## src/status_interrupt_regs_pkg.sv

```systemverilog
/*
 Register map, field positions, reset values and state layout of the
 user-interface status and interrupt register bank.
 Assumes one clock domain for all logic; pins are synchronised inside the bank.
*/
package status_interrupt_regs_pkg;

	// Register indices; byte address is four times the index
	localparam int unsigned IDX_W = 3;
	localparam logic [2:0] IDX_COMMAND = 3'h0;
	localparam logic [2:0] IDX_DATAPATH_STATE = 3'h1;
	localparam logic [2:0] IDX_FUNCTION = 3'h2;
	localparam logic [2:0] IDX_FLAG_EVENTS = 3'h3;
	localparam logic [2:0] IDX_POLARITY = 3'h4;
	localparam logic [2:0] IDX_BOARD_CFG = 3'h5;
	localparam logic [2:0] IDX_IRQ_STATUS = 3'h6;
	localparam logic [2:0] IDX_IRQ_MASK = 3'h7;

	// Field positions
	localparam int unsigned CMD_IFACE_EN_BIT = 3;
	localparam int unsigned CMD_FLAG_EN_LSB = 4;
	localparam int unsigned DP_OUT_DATA_BIT = 0;
	localparam int unsigned DP_IN_DATA_BIT = 1;
	localparam int unsigned DP_STARVED_BIT = 2;
	localparam int unsigned FN_CODE_MID_BIT = 4;
	localparam int unsigned FN_CODE_HIGH_BIT = 5;
	localparam int unsigned FN_SRC_SEL_BIT = 6;
	localparam int unsigned FN_SYNTH_EN_BIT = 7;
	localparam int unsigned POL_GLOBAL_EN_BIT = 4;
	localparam int unsigned POL_INHIBIT_BIT = 5;
	localparam int unsigned BRD_IRQ_EN_BIT = 0;
	localparam int unsigned IRQ_STARVED_BIT = 0;
	localparam int unsigned IRQ_FLAG_BIT = 1;

	// Writable bits of each register
	localparam logic [7:0] CMD_WRITE_MASK = 8'hF8;
	localparam logic [7:0] FN_WRITE_MASK = 8'hFF;
	localparam logic [7:0] POL_WRITE_MASK = 8'h3F;
	localparam logic [7:0] BRD_WRITE_MASK = 8'h01;
	localparam logic [7:0] IRQ_WRITE_MASK = 8'h03;

	// Values after reset
	localparam logic [7:0] REG_RESET = 8'h00;

	typedef struct packed {
		logic synth_enable;
		logic clock_source_select;
		logic synth_code_high;
		logic synth_code_mid;
	} synth_ctl_t;

	typedef struct packed {
		logic [1:0]  rxclk_sync;
		logic [1:0]  dnr_sync;
		logic [1:0]  odv_sync;
		logic [3:0]  flag_s1;
		logic [3:0]  flag_s2;
		logic        rxclk_prev;
		logic        odv_prev;
		logic [3:0]  flag_sampled;
		logic [3:0]  flag_prev;
		logic [7:0]  command;
		logic [7:0]  function_outputs;
		logic [7:0]  polarity;
		logic [7:0]  board_cfg;
		logic [7:0]  irq_status;
		logic [7:0]  irq_mask;
		logic [3:0]  flag_events;
		logic        out_fifo_starved;
		logic        flag_irq_prev;
		logic        pend;
		logic        pend_write;
		logic        pend_hit;
		logic [2:0]  pend_idx;
		logic        hreadyout;
		logic        hresp;
		logic [31:0] hrdata;
		logic        irq;
		logic [3:0]  user_ctl;
		synth_ctl_t  synth;
		logic        drive_inhibit;
	} regs_t;

	localparam regs_t REGS_RESET = '{hreadyout: 1'b1, default: '0};

endpackage

```

## src/status_interrupt_regs.sv

```systemverilog
/*
 Status and interrupt register bank of the user interface: FIFO state flags,
 function outputs, sampled user flags with edge events, polarity and enables,
 and an AHB-Lite slave giving software access.
 Assumes a single AHB-Lite master; FIFO empty levels come from logic on clk;
 pins and the receive clock are asynchronous and are synchronised here.
*/
// How it works
// - Output FIFO running dry sets sticky starved flag
// - Starved flag cleared only by a write that changes interface enable
// - Status bit 1 shows input FIFO not empty
// - Status bit 0 shows output FIFO not empty
// - Function bits 0-3 drive user control outputs
// - Function bit 7 switches synthesiser on
// - Function bits 6-4 act only on earlier variant
// - Flag register low bits show sampled flags
// - Event interrupts need board and per-flag enable
// - Event set on polarity-selected flag transition
// - Clearing per-flag enable clears its event
// - Polarity zero selects rising flag change
// - Polarity one selects falling flag change
// - Global enable gates flag interrupts, keeps events
// - Polarity bit 5 enables drive inhibit on earlier variant only
// - Command bits 4-7 are per-flag enables
// - Toggling interface enable clears sticky starved flag
`timescale 1ns/1ps
module status_interrupt_regs #(
	parameter bit LATER_VARIANT = 1'b0
) (
	// Clock and reset
	input  wire logic                                    clk,
	input  wire logic                                    sys_rst,
	// AHB-Lite slave
	input  wire logic                                    hsel,
	input  wire logic [31:0]                             haddr,
	input  wire logic [1:0]                              htrans,
	input  wire logic                                    hwrite,
	input  wire logic [2:0]                              hsize,
	input  wire logic [31:0]                             hwdata,
	input  wire logic                                    hready,
	output logic [31:0]                                  hrdata,
	output logic                                         hreadyout,
	output logic                                         hresp,
	// FIFO state from the datapath
	input  wire logic                                    in_fifo_empty,
	input  wire logic                                    out_fifo_empty,
	// Link pins
	input  wire logic                                    output_word_valid,
	input  wire logic                                    downstream_not_ready,
	input  wire logic                                    receive_clock,
	input  wire logic [3:0]                              user_flag_inputs,
	// Control outputs
	output logic [3:0]                                   user_control_outputs,
	output status_interrupt_regs_pkg::synth_ctl_t        synth_ctl,
	output logic                                         drive_inhibit,
	output logic                                         irq
);

	status_interrupt_regs_pkg::regs_t r;
	status_interrupt_regs_pkg::regs_t next_r;

	logic       rx_rise;
	logic       odv_fall;
	logic       starved_set;
	logic       iface_toggle;
	logic       flag_irq;
	logic [3:0] flag_edge;
	logic [7:0] wdata;
	logic [7:0] rdata;
	logic [7:0] irq_set;

	// Byte visible at a register index
	function automatic logic [7:0] read_reg(
		input status_interrupt_regs_pkg::regs_t s,
		input logic                             hit,
		input logic [2:0]                       idx,
		input logic                             in_empty,
		input logic                             out_empty
	);
		logic [7:0] v;
		v = 8'h00;
		if (!hit)
			v = 8'h00;
		else if (idx == status_interrupt_regs_pkg::IDX_COMMAND)
			v = s.command;
		else if (idx == status_interrupt_regs_pkg::IDX_DATAPATH_STATE)
		begin
			v[status_interrupt_regs_pkg::DP_STARVED_BIT] = s.out_fifo_starved;
			v[status_interrupt_regs_pkg::DP_IN_DATA_BIT] = ~in_empty;
			v[status_interrupt_regs_pkg::DP_OUT_DATA_BIT] = ~out_empty;
		end
		else if (idx == status_interrupt_regs_pkg::IDX_FUNCTION)
			v = s.function_outputs;
		else if (idx == status_interrupt_regs_pkg::IDX_FLAG_EVENTS)
			v = {s.flag_events, s.flag_sampled};
		else if (idx == status_interrupt_regs_pkg::IDX_POLARITY)
			v = s.polarity;
		else if (idx == status_interrupt_regs_pkg::IDX_BOARD_CFG)
			v = s.board_cfg;
		else if (idx == status_interrupt_regs_pkg::IDX_IRQ_STATUS)
			v = s.irq_status;
		else if (idx == status_interrupt_regs_pkg::IDX_IRQ_MASK)
			v = s.irq_mask;
		return v;
	endfunction

	// Masked merge of a written byte
	function automatic logic [7:0] merge(
		input logic [7:0] data,
		input logic [7:0] mask
	);
		return data & mask;
	endfunction

	always_comb
	begin
		next_r = r;
		wdata = hwdata[7:0];
		rdata = 8'h00;
		irq_set = 8'h00;

		// Two-flop synchronisers for pins and the receive clock
		next_r.rxclk_sync = {r.rxclk_sync[0], receive_clock};
		next_r.dnr_sync = {r.dnr_sync[0], downstream_not_ready};
		next_r.odv_sync = {r.odv_sync[0], output_word_valid};
		next_r.flag_s1 = user_flag_inputs;
		next_r.flag_s2 = r.flag_s1;

		// Flags sampled on each receive clock rising edge
		rx_rise = r.rxclk_sync[1] & ~r.rxclk_prev;
		next_r.rxclk_prev = r.rxclk_sync[1];
		if (rx_rise)
			next_r.flag_sampled = r.flag_s2;
		next_r.flag_prev = r.flag_sampled;

		// Bus data phase: one wait state, then answer
		iface_toggle = 1'b0;
		if (r.pend)
		begin
			next_r.pend = 1'b0;
			next_r.hreadyout = 1'b1;
			if (r.pend_write)
			begin
				next_r.hrdata = 32'h0000_0000;
				if (!r.pend_hit)
					next_r.hrdata = 32'h0000_0000;
				else if (r.pend_idx == status_interrupt_regs_pkg::IDX_COMMAND)
				begin
					next_r.command = merge(wdata, status_interrupt_regs_pkg::CMD_WRITE_MASK);
					iface_toggle = wdata[status_interrupt_regs_pkg::CMD_IFACE_EN_BIT]
						^ r.command[status_interrupt_regs_pkg::CMD_IFACE_EN_BIT];
				end
				else if (r.pend_idx == status_interrupt_regs_pkg::IDX_FUNCTION)
					next_r.function_outputs = merge(wdata, status_interrupt_regs_pkg::FN_WRITE_MASK);
				else if (r.pend_idx == status_interrupt_regs_pkg::IDX_POLARITY)
					next_r.polarity = merge(wdata, status_interrupt_regs_pkg::POL_WRITE_MASK);
				else if (r.pend_idx == status_interrupt_regs_pkg::IDX_BOARD_CFG)
					next_r.board_cfg = merge(wdata, status_interrupt_regs_pkg::BRD_WRITE_MASK);
				else if (r.pend_idx == status_interrupt_regs_pkg::IDX_IRQ_MASK)
					next_r.irq_mask = merge(wdata, status_interrupt_regs_pkg::IRQ_WRITE_MASK);
			end
			else
			begin
				rdata = read_reg(r, r.pend_hit, r.pend_idx, in_fifo_empty, out_fifo_empty);
				next_r.hrdata = {24'h00_0000, rdata};
			end
		end
		else if (hsel && htrans[1] && hready)
		begin
			next_r.pend = 1'b1;
			next_r.pend_write = hwrite;
			next_r.pend_idx = haddr[4:2];
			next_r.pend_hit = (haddr[31:5] == 27'h000_0000) && (haddr[1:0] == 2'h0);
			next_r.hreadyout = 1'b0;
		end

		// Sticky starved flag; a set in the clearing cycle wins
		odv_fall = r.odv_prev & ~r.odv_sync[1];
		next_r.odv_prev = r.odv_sync[1];
		starved_set = odv_fall & ~r.dnr_sync[1] & out_fifo_empty
			& r.command[status_interrupt_regs_pkg::CMD_IFACE_EN_BIT];
		next_r.out_fifo_starved = (r.out_fifo_starved & ~iface_toggle) | starved_set;

		// Flag events by polarity and per-flag enable
		for (int i = 0; i < 4; i++)
		begin
			flag_edge[i] = r.polarity[i]
				? (r.flag_prev[i] & ~r.flag_sampled[i])
				: (~r.flag_prev[i] & r.flag_sampled[i]);
			if (!next_r.command[status_interrupt_regs_pkg::CMD_FLAG_EN_LSB + i])
				next_r.flag_events[i] = 1'b0;
			else if (flag_edge[i])
				next_r.flag_events[i] = 1'b1;
		end

		// Flag interrupt request gated by per-flag, global and board enables
		flag_irq = (|(r.flag_events & r.command[7:4]))
			& r.polarity[status_interrupt_regs_pkg::POL_GLOBAL_EN_BIT]
			& r.board_cfg[status_interrupt_regs_pkg::BRD_IRQ_EN_BIT];
		next_r.flag_irq_prev = flag_irq;

		// Sticky interrupt status, cleared by its read, set wins
		irq_set[status_interrupt_regs_pkg::IRQ_STARVED_BIT] = starved_set;
		irq_set[status_interrupt_regs_pkg::IRQ_FLAG_BIT] = flag_irq & ~r.flag_irq_prev;
		if (r.pend && !r.pend_write && r.pend_hit && r.pend_idx == status_interrupt_regs_pkg::IDX_IRQ_STATUS)
			next_r.irq_status = (r.irq_status & ~rdata) | irq_set;
		else
			next_r.irq_status = r.irq_status | irq_set;
		next_r.irq = flag_irq | (|(r.irq_status & r.irq_mask));

		// Registered control outputs
		next_r.user_ctl = next_r.function_outputs[3:0];
		next_r.synth.synth_enable = next_r.function_outputs[status_interrupt_regs_pkg::FN_SYNTH_EN_BIT];
		next_r.synth.clock_source_select = ~LATER_VARIANT
			& next_r.function_outputs[status_interrupt_regs_pkg::FN_SRC_SEL_BIT];
		next_r.synth.synth_code_high = ~LATER_VARIANT
			& next_r.function_outputs[status_interrupt_regs_pkg::FN_CODE_HIGH_BIT];
		next_r.synth.synth_code_mid = ~LATER_VARIANT
			& next_r.function_outputs[status_interrupt_regs_pkg::FN_CODE_MID_BIT];
		next_r.drive_inhibit = ~LATER_VARIANT
			& next_r.polarity[status_interrupt_regs_pkg::POL_INHIBIT_BIT];
	end

	always_ff @(posedge clk)
	begin
		if (sys_rst)
			r <= status_interrupt_regs_pkg::REGS_RESET;
		else
			r <= next_r;
	end

	assign hrdata = r.hrdata;
	assign hreadyout = r.hreadyout;
	assign hresp = r.hresp;
	assign user_control_outputs = r.user_ctl;
	assign synth_ctl = r.synth;
	assign drive_inhibit = r.drive_inhibit;
	assign irq = r.irq;

endmodule

```

## config.mk

```make
export PLATFORM = sky130hd
export DESIGN_NAME = status_interrupt_regs
export DESIGN_NICKNAME = d
export VERILOG_FILES = /design/src/status_interrupt_regs_pkg.sv /design/src/status_interrupt_regs.sv
export SDC_FILE = /design/constraint.sdc
export NUM_CORES = 1
export LEC_CHECK = 0
export BUFFER_PORTS_ARGS = -buffer_cell sky130_fd_sc_hd__buf_4
export CAP_MARGIN = 20
export CORE_UTILIZATION = 30
export DETAILED_ROUTE_END_ITERATION = 10
export PLACE_DENSITY_LB_ADDON = 0.12
export SYNTH_ARGS = -nofsm -noshare
export SYNTH_HDL_FRONTEND = slang
export SYNTH_SLANG_ARGS = --single-unit
export TNS_END_PERCENT = 1
```

## constraint.sdc

```tcl
create_clock -name clk -period 2.94 [get_ports clk]
set_input_delay 0.441 -clock clk [delete_from_list [all_inputs] [get_ports clk]]
set_output_delay 0.441 -clock clk [all_outputs]
set_load 0.03 [all_outputs]
```

==> results of run 1 <==
## cells in the mapped netlist (3+ instances only)
library cell,count,area (um^2)
dfxtp_1,76,1521
buf_4,45,337.8
nor2_1,41,153.9
mux2i_1,31,310.3
nand2_1,24,90.09
nor2b_1,24,150.1
a21oi_1,14,70.07
a211oi_1,10,75.07
clkbuf_1,6,22.52
nor4_1,6,37.54
o211a_1,6,60.06
o21ai_0,6,30.03
inv_1,5,18.77
nand3b_1,5,37.54
a31oi_1,4,25.02
buf_2,4,20.02
nand2b_1,4,25.02
nand3_1,4,20.02
a22oi_1,3,22.52
buf_1,3,11.26
## layer usage
metal / up-vias / share of wire / GRT usage / routed length [um]
li1: 1312 / - / - / -
met1: 1200 / 0.48 / 0.1912 / 3877
met2: 77 / 0.46 / 0.2224 / 3707
met3: 9 / 0.047 / 0.03048 / 380
met4: 0 / 0.0095 / 0.05333 / 76
met5: - / 0 / 0 / 0
## path summary, 6_finish.rpt
check | to | slack, ps | depth (start not counted)
hold reg to reg | next_r[112] | 440 | 1
setup / recovery | r[91] | 920 | 6
hold / removal | next_r[114] | 320 | 2
setup reg to reg | r[91] | 920 | 6
## area by class of cell
| cell class | instances | area (um^2) | share of cell area |
|---|---|---|---|
| inverter | 6 | 22.52 | 0.005380 |
| sequential | 76 | 1521 | 0.3634 |
| timing repair buffer | 78 | 585.6 | 0.1399 |
| multi-input combinational | 248 | 1565 | 0.3739 |
| clock inverter | 7 | 91.34 | 0.02182 |
| clock buffer | 9 | 225.2 | 0.05380 |
| tap | 140 | 175.2 | 0.04184 |
## state kept, by name, summed over array words and instances, names as in the netlist
name / flops
r: 53
next_r: 13
hrdata: 8
hreadyout: 1
irq: 1
## through the flow
step | power (mW) | utilization | instance area (um^2) | setup WS (ps) | hold WS (ps)
final | 2.381 | 0.3795 | 4187 | 921.6 | 317.8
after global routing | 2.473 | 0.3795 | 4187 | 768.4 | 308.7
after CTS | 2.413 | 0.3795 | 4187 | 918.1 | 308.8
after detailed placement | 1.243 | 0.3508 | 3870 | 910.4 | 423.1
after global placement | 1.241 | 0.3508 | 3870 | 924.9 | 418.3
after floorplan | 1.196 | - | 3538 | 1561 | 413.8
## cell families (layout without fill, tap and decap cells)
| logic type | count (synthesis) | after routing |
|---|---|---|
| AO/OA/AOI/OAI | 62 | 62 |
| XOR/XNOR | 1 | 1 |
| buffers and inverters | 67 | 100 |
| flip-flops | 76 | 76 |
| multiplexers | 33 | 33 |
| other | 1 | 25 |
| AND/OR/NAND/NOR | 127 | 127 |
## power breakdown
part | internal [mW] | switching [mW] | leakage, nW | total, mW
clock | 0.739 | 0.422 | 0.155 | 1.16
combinational | 0.0695 | 0.0965 | 0.913 | 0.166
sequential | 1.04 | 0.00956 | 0.616 | 1.05
## critical path, stage by stage (launching register included)
cell     delay, ps
dfxtp_1        590
nor2b_1        210
buf_4          180
nor3b_2        400
buf_4          270
mux2i_1        200
nor2_1          50
## layout by cell type, fill, tap and decap left out, types with 2 or more instances in the layout
cell type   n
a211oi_1   10
a21oi_1    14
a221oi_1    2
a22o_1      2
a22oi_1     3
a31oi_1     4
and3_1      2
and3b_1     2
buf_4      78
bufinv_16   2
clkbuf_16   9
clkinv_2    3
conb_1     25
dfxtp_1    76
inv_1       5
mux2_2      2
mux2i_1    31
nand2_1    24
nand2b_1    4
nand3_1     4
nand3b_1    5
nand4_1     2
nor2_1     41
nor2b_1    24
nor3b_1     2
nor4_1      6
o211a_1     6
o211ai_1    2
o21ai_0     6
o22ai_1     2
o32ai_1     2
==> flow_summary.yaml, run 1 <==
place:
  numPortBuffers: 73
  placed_cells: 548
  place_congestion: 0.7485
  post-dp-hpwl_mm: 5.851
clock_tree:
  ctsResizeCount: 0
  hold_buffers: 0
  htree_num_levels: 3
  post-cts-setup-buffer-count: 0
  cts_tree: "yes"
  numClockSinks: 76
  cts_buffer_depth: 2
  clock_latency_ps: 330
  path_clk_slew_ps: 60
  cts-root-buf: "clkbuf_16"
  cts_made_buffers: 9
drt:
  drt_pass1_iterations: 5
  drt-initial-drc-count: 125
  postRouteAntennaNets: 0
  vias: 2598
  avgRoutedWirePerCell_um: 14.26
  wirelength_mm: 8.042
  drcViolationCount: 0
  routed_via_density: 4.606
cells_and_area:
  final_nets: 502
  drive_gt1_frac: 0.2382
  area_growth_pct: 21.41
  diodes: 0
  nFillCells: 1134
  instances_no_fill: 564
logic_synthesis:
  yosys.area_share.simple: 0.2014
  syn_avg_cell_area_um2: 9.396
  synth_edf_count: 0
  synth_top_family_by_area: "simple AND/OR/NAND/NOR gates"
  synthMuxAreaShare: 0.09652
  synth_seq_area_share: 0.4412
  synth_compound_area_frac: 0.1263
  ys_ff_latch: 76
  async_flop_share: 0
  synth_xor_area_frac: 0.002540
  yosys_warnings: 0
  ys.flop_type: "dfxtp_1"
  synthAdderAreaFrac: 0
  synth_cells: 367
  synth_cell_types: 55
  synthesis.area_mm2: 0.003448
global_routing:
  track_usage: 0.1422
  grt_first_pass_wirelength_mm: 12.73
  grt_pass1_vias: 2445
  antenna_found_initial: 0
  overflow: 0
  grt_max_degree: 39
sta:
  hold_viol: 0
  rsz0062_at_grt: "false"
  fin_setup_tns_ps: 0
  fin_crit_ps: 2018
  slew_headroom: 0.4073
  finalClockSkew_ps: 5.482
  clock.fmax_mhz: 495.4
  worstMarginPinSlew_ps: 887.8
  fin_crit_sh: 0.6865
  slew_viol_final: 0
  setup_viol: 0
critical_path:
  required_ps: 3150
  crit_type: "reg2reg"
  worstPathArrival_ps: 2230
  critPathCaptureType: "register"
  worstSetupStartpointType: "register"
  startpoint: "r[44]"
  cp_max_fo: 22
  rr_startpoint: "r[44]"
die:
  die-area_mm2: 0.01193
  initial_utilization: 0.3126
  core_area_mm2: 0.01103
  rows: 38
  design.portCount: 127
  dieWidth_um: 109.2
  die_h_um: 109.2
run_status:
  status: "complete, no violations"
power:
  ir_drop_uv: 302.0
  power_density_mw_per_mm2: 568.6
  leakage_nw: 1.684
job:
  drv_cap: 0
min_path:
  hold_class: "in2reg"
  min_from: "user_flag_inputs[0]"
(Power assumes the default switching activity.)
==> run 2: changes to the inputs <==
clock period = 2.06 ns   (was 2.94 ns; I/O delays follow)
==> flow_summary.yaml, run 2 (synthesis gave the netlist of run 1 again) <==
die:
  design.portCount: 127
  rows: 38
  core_area_mm2: 0.01103
  dieWidth_um: 109.2
  die_h_um: 109.2
  die-area_mm2: 0.01193
  initial_utilization: 0.3126
sta:
  rsz0062_at_grt: "false"
  slew_viol_final: 0
  clock.fmax_mhz: 578.1
  setup_viol: 0
  finalClockSkew_ps: 6.207
  worstMarginPinSlew_ps: 554.5
  fin_crit_ps: 1730
  fin_setup_tns_ps: 0
  hold_viol: 0
  slew_headroom: 0.6303
  fin_crit_sh: 0.8397
cells_and_area:
  regMostFlops: "r"
  drive_gt1_frac: 0.2453
  final_common_cell: "buf_4"
  diodes: 0
  instances_no_fill: 568
  largest_register_ffs: 53
  final_nets: 506
  area_growth_pct: 23.22
  most-common-layout-cells: "82 x buf_4, 76 x dfxtp_1, 41 x nor2_1"
clock_tree:
  cts_made_buffers: 9
  htree_num_levels: 3
  cts_tree: "yes"
  ctsResizeCount: 0
  clock_latency_ps: 330
  cts-root-buf: "clkbuf_16"
  cts_buffer_depth: 2
  hold_buffers: 0
  path_clk_slew_ps: 60
  post-cts-setup-buffer-count: 0
  numClockSinks: 76
critical_path:
  r2r-end: "r[80]"
  crit_end: "r[80]"
  rr_startpoint: "r[47]"
  required_ps: 2260
  crit_type: "reg2reg"
  reg2reg_depth: 4
  critPathCaptureType: "register"
  worstPathArrival_ps: 1930
  startpoint: "r[47]"
  worstSetupStartpointType: "register"
  cp_max_fo: 9
  reg2reg_slack_ps: 330
drt:
  drt_pass1_iterations: 4
  postRouteAntennaNets: 0
  drt-initial-drc-count: 88
  drcViolationCount: 0
  avgRoutedWirePerCell_um: 13.96
  vias: 2631
  routed_via_density: 4.632
  wirelength_mm: 7.927
power:
  ir_drop_uv: 337.1
  leakage_nw: 1.717
  power_density_mw_per_mm2: 838.3
global_routing:
  antenna_found_initial: 0
  track_usage: 0.1438
  grt_pass1_vias: 2528
  grt_first_pass_wirelength_mm: 12.85
  overflow: 0
  grt_max_degree: 55
min_path:
  hold_path_depth: 2
  hold_class: "in2reg"
place:
  placed_cells: 552
  place_congestion: 0.7527
  post-dp-hpwl_mm: 5.859
  numPortBuffers: 73
job:
  drv_cap: 0
run_status:
  status: "complete, no violations"
run 2: worst min-delay path by stage:
| stage | to | slack (ps) | from |
|---|---|---|---|
| final | next_r[114] | 180 | user_flag_inputs[0] |
| after global routing | next_r[117] | 190 | user_flag_inputs[3] |
| after CTS | next_r[114] | 180 | user_flag_inputs[0] |
| after detailed placement | r[117] | 430 | next_r[117] |
| after global placement | next_r[113] | 420 | next_r[127] |
| after floorplan | next_r[112] | 410 | next_r[123] |
run 2: metal layers:
layer | track usage | vias to the layer above | wire (um)
met2 | 0.2264 | 67 | 3659
li1 | - | 1331 | -
met1 | 0.1898 | 1227 | 3771
met5 | 0 | - | 0
met4 | 0.06286 | 0 | 78
met3 | 0.02869 | 6 | 417
run 2: layout make-up:
class                           instances  area, um^2
Inverter                                6       22.52
Tap cell                              140       175.2
Fill cell                            1140        6782
Timing Repair Buffer                   82       615.6
Clock buffer                            9       225.2
Multi-Input combinational cell        248        1565
Sequential cell                        76        1521
Clock inverter                          7       123.9
run 2: stage by stage:
stage	power, mW	worst slack [ps]	hold WS [ps]	utilization	instance area, um^2
after floorplan	1.707	758.1	413.8	-	3538
after global placement	1.774	357.7	418.4	0.3536	3900
after detailed placement	1.776	324.2	427.2	0.3536	3900
after CTS	3.612	321.1	176.5	0.3852	4249
after global routing	3.713	208.3	188.5	0.3852	4249
final	3.562	330.2	184.5	0.3852	4249
run 2: critical path, cell delays in order, from the launching register on:
cell and delay (ps):
dfxtp_1 540, nand4_2 290, nor3_4 460, mux2i_1 260
nor2_1 50
run 2: report_power, final:
| part | leakage, nW | switching (mW) | internal, mW |
|---|---|---|---|
| sequential | 0.616 | 0.00963 | 1.49 |
| combinational | 0.935 | 0.141 | 0.101 |
| clock | 0.166 | 0.630 | 1.19 |
| total | 1.72 | 0.781 | 2.78 |
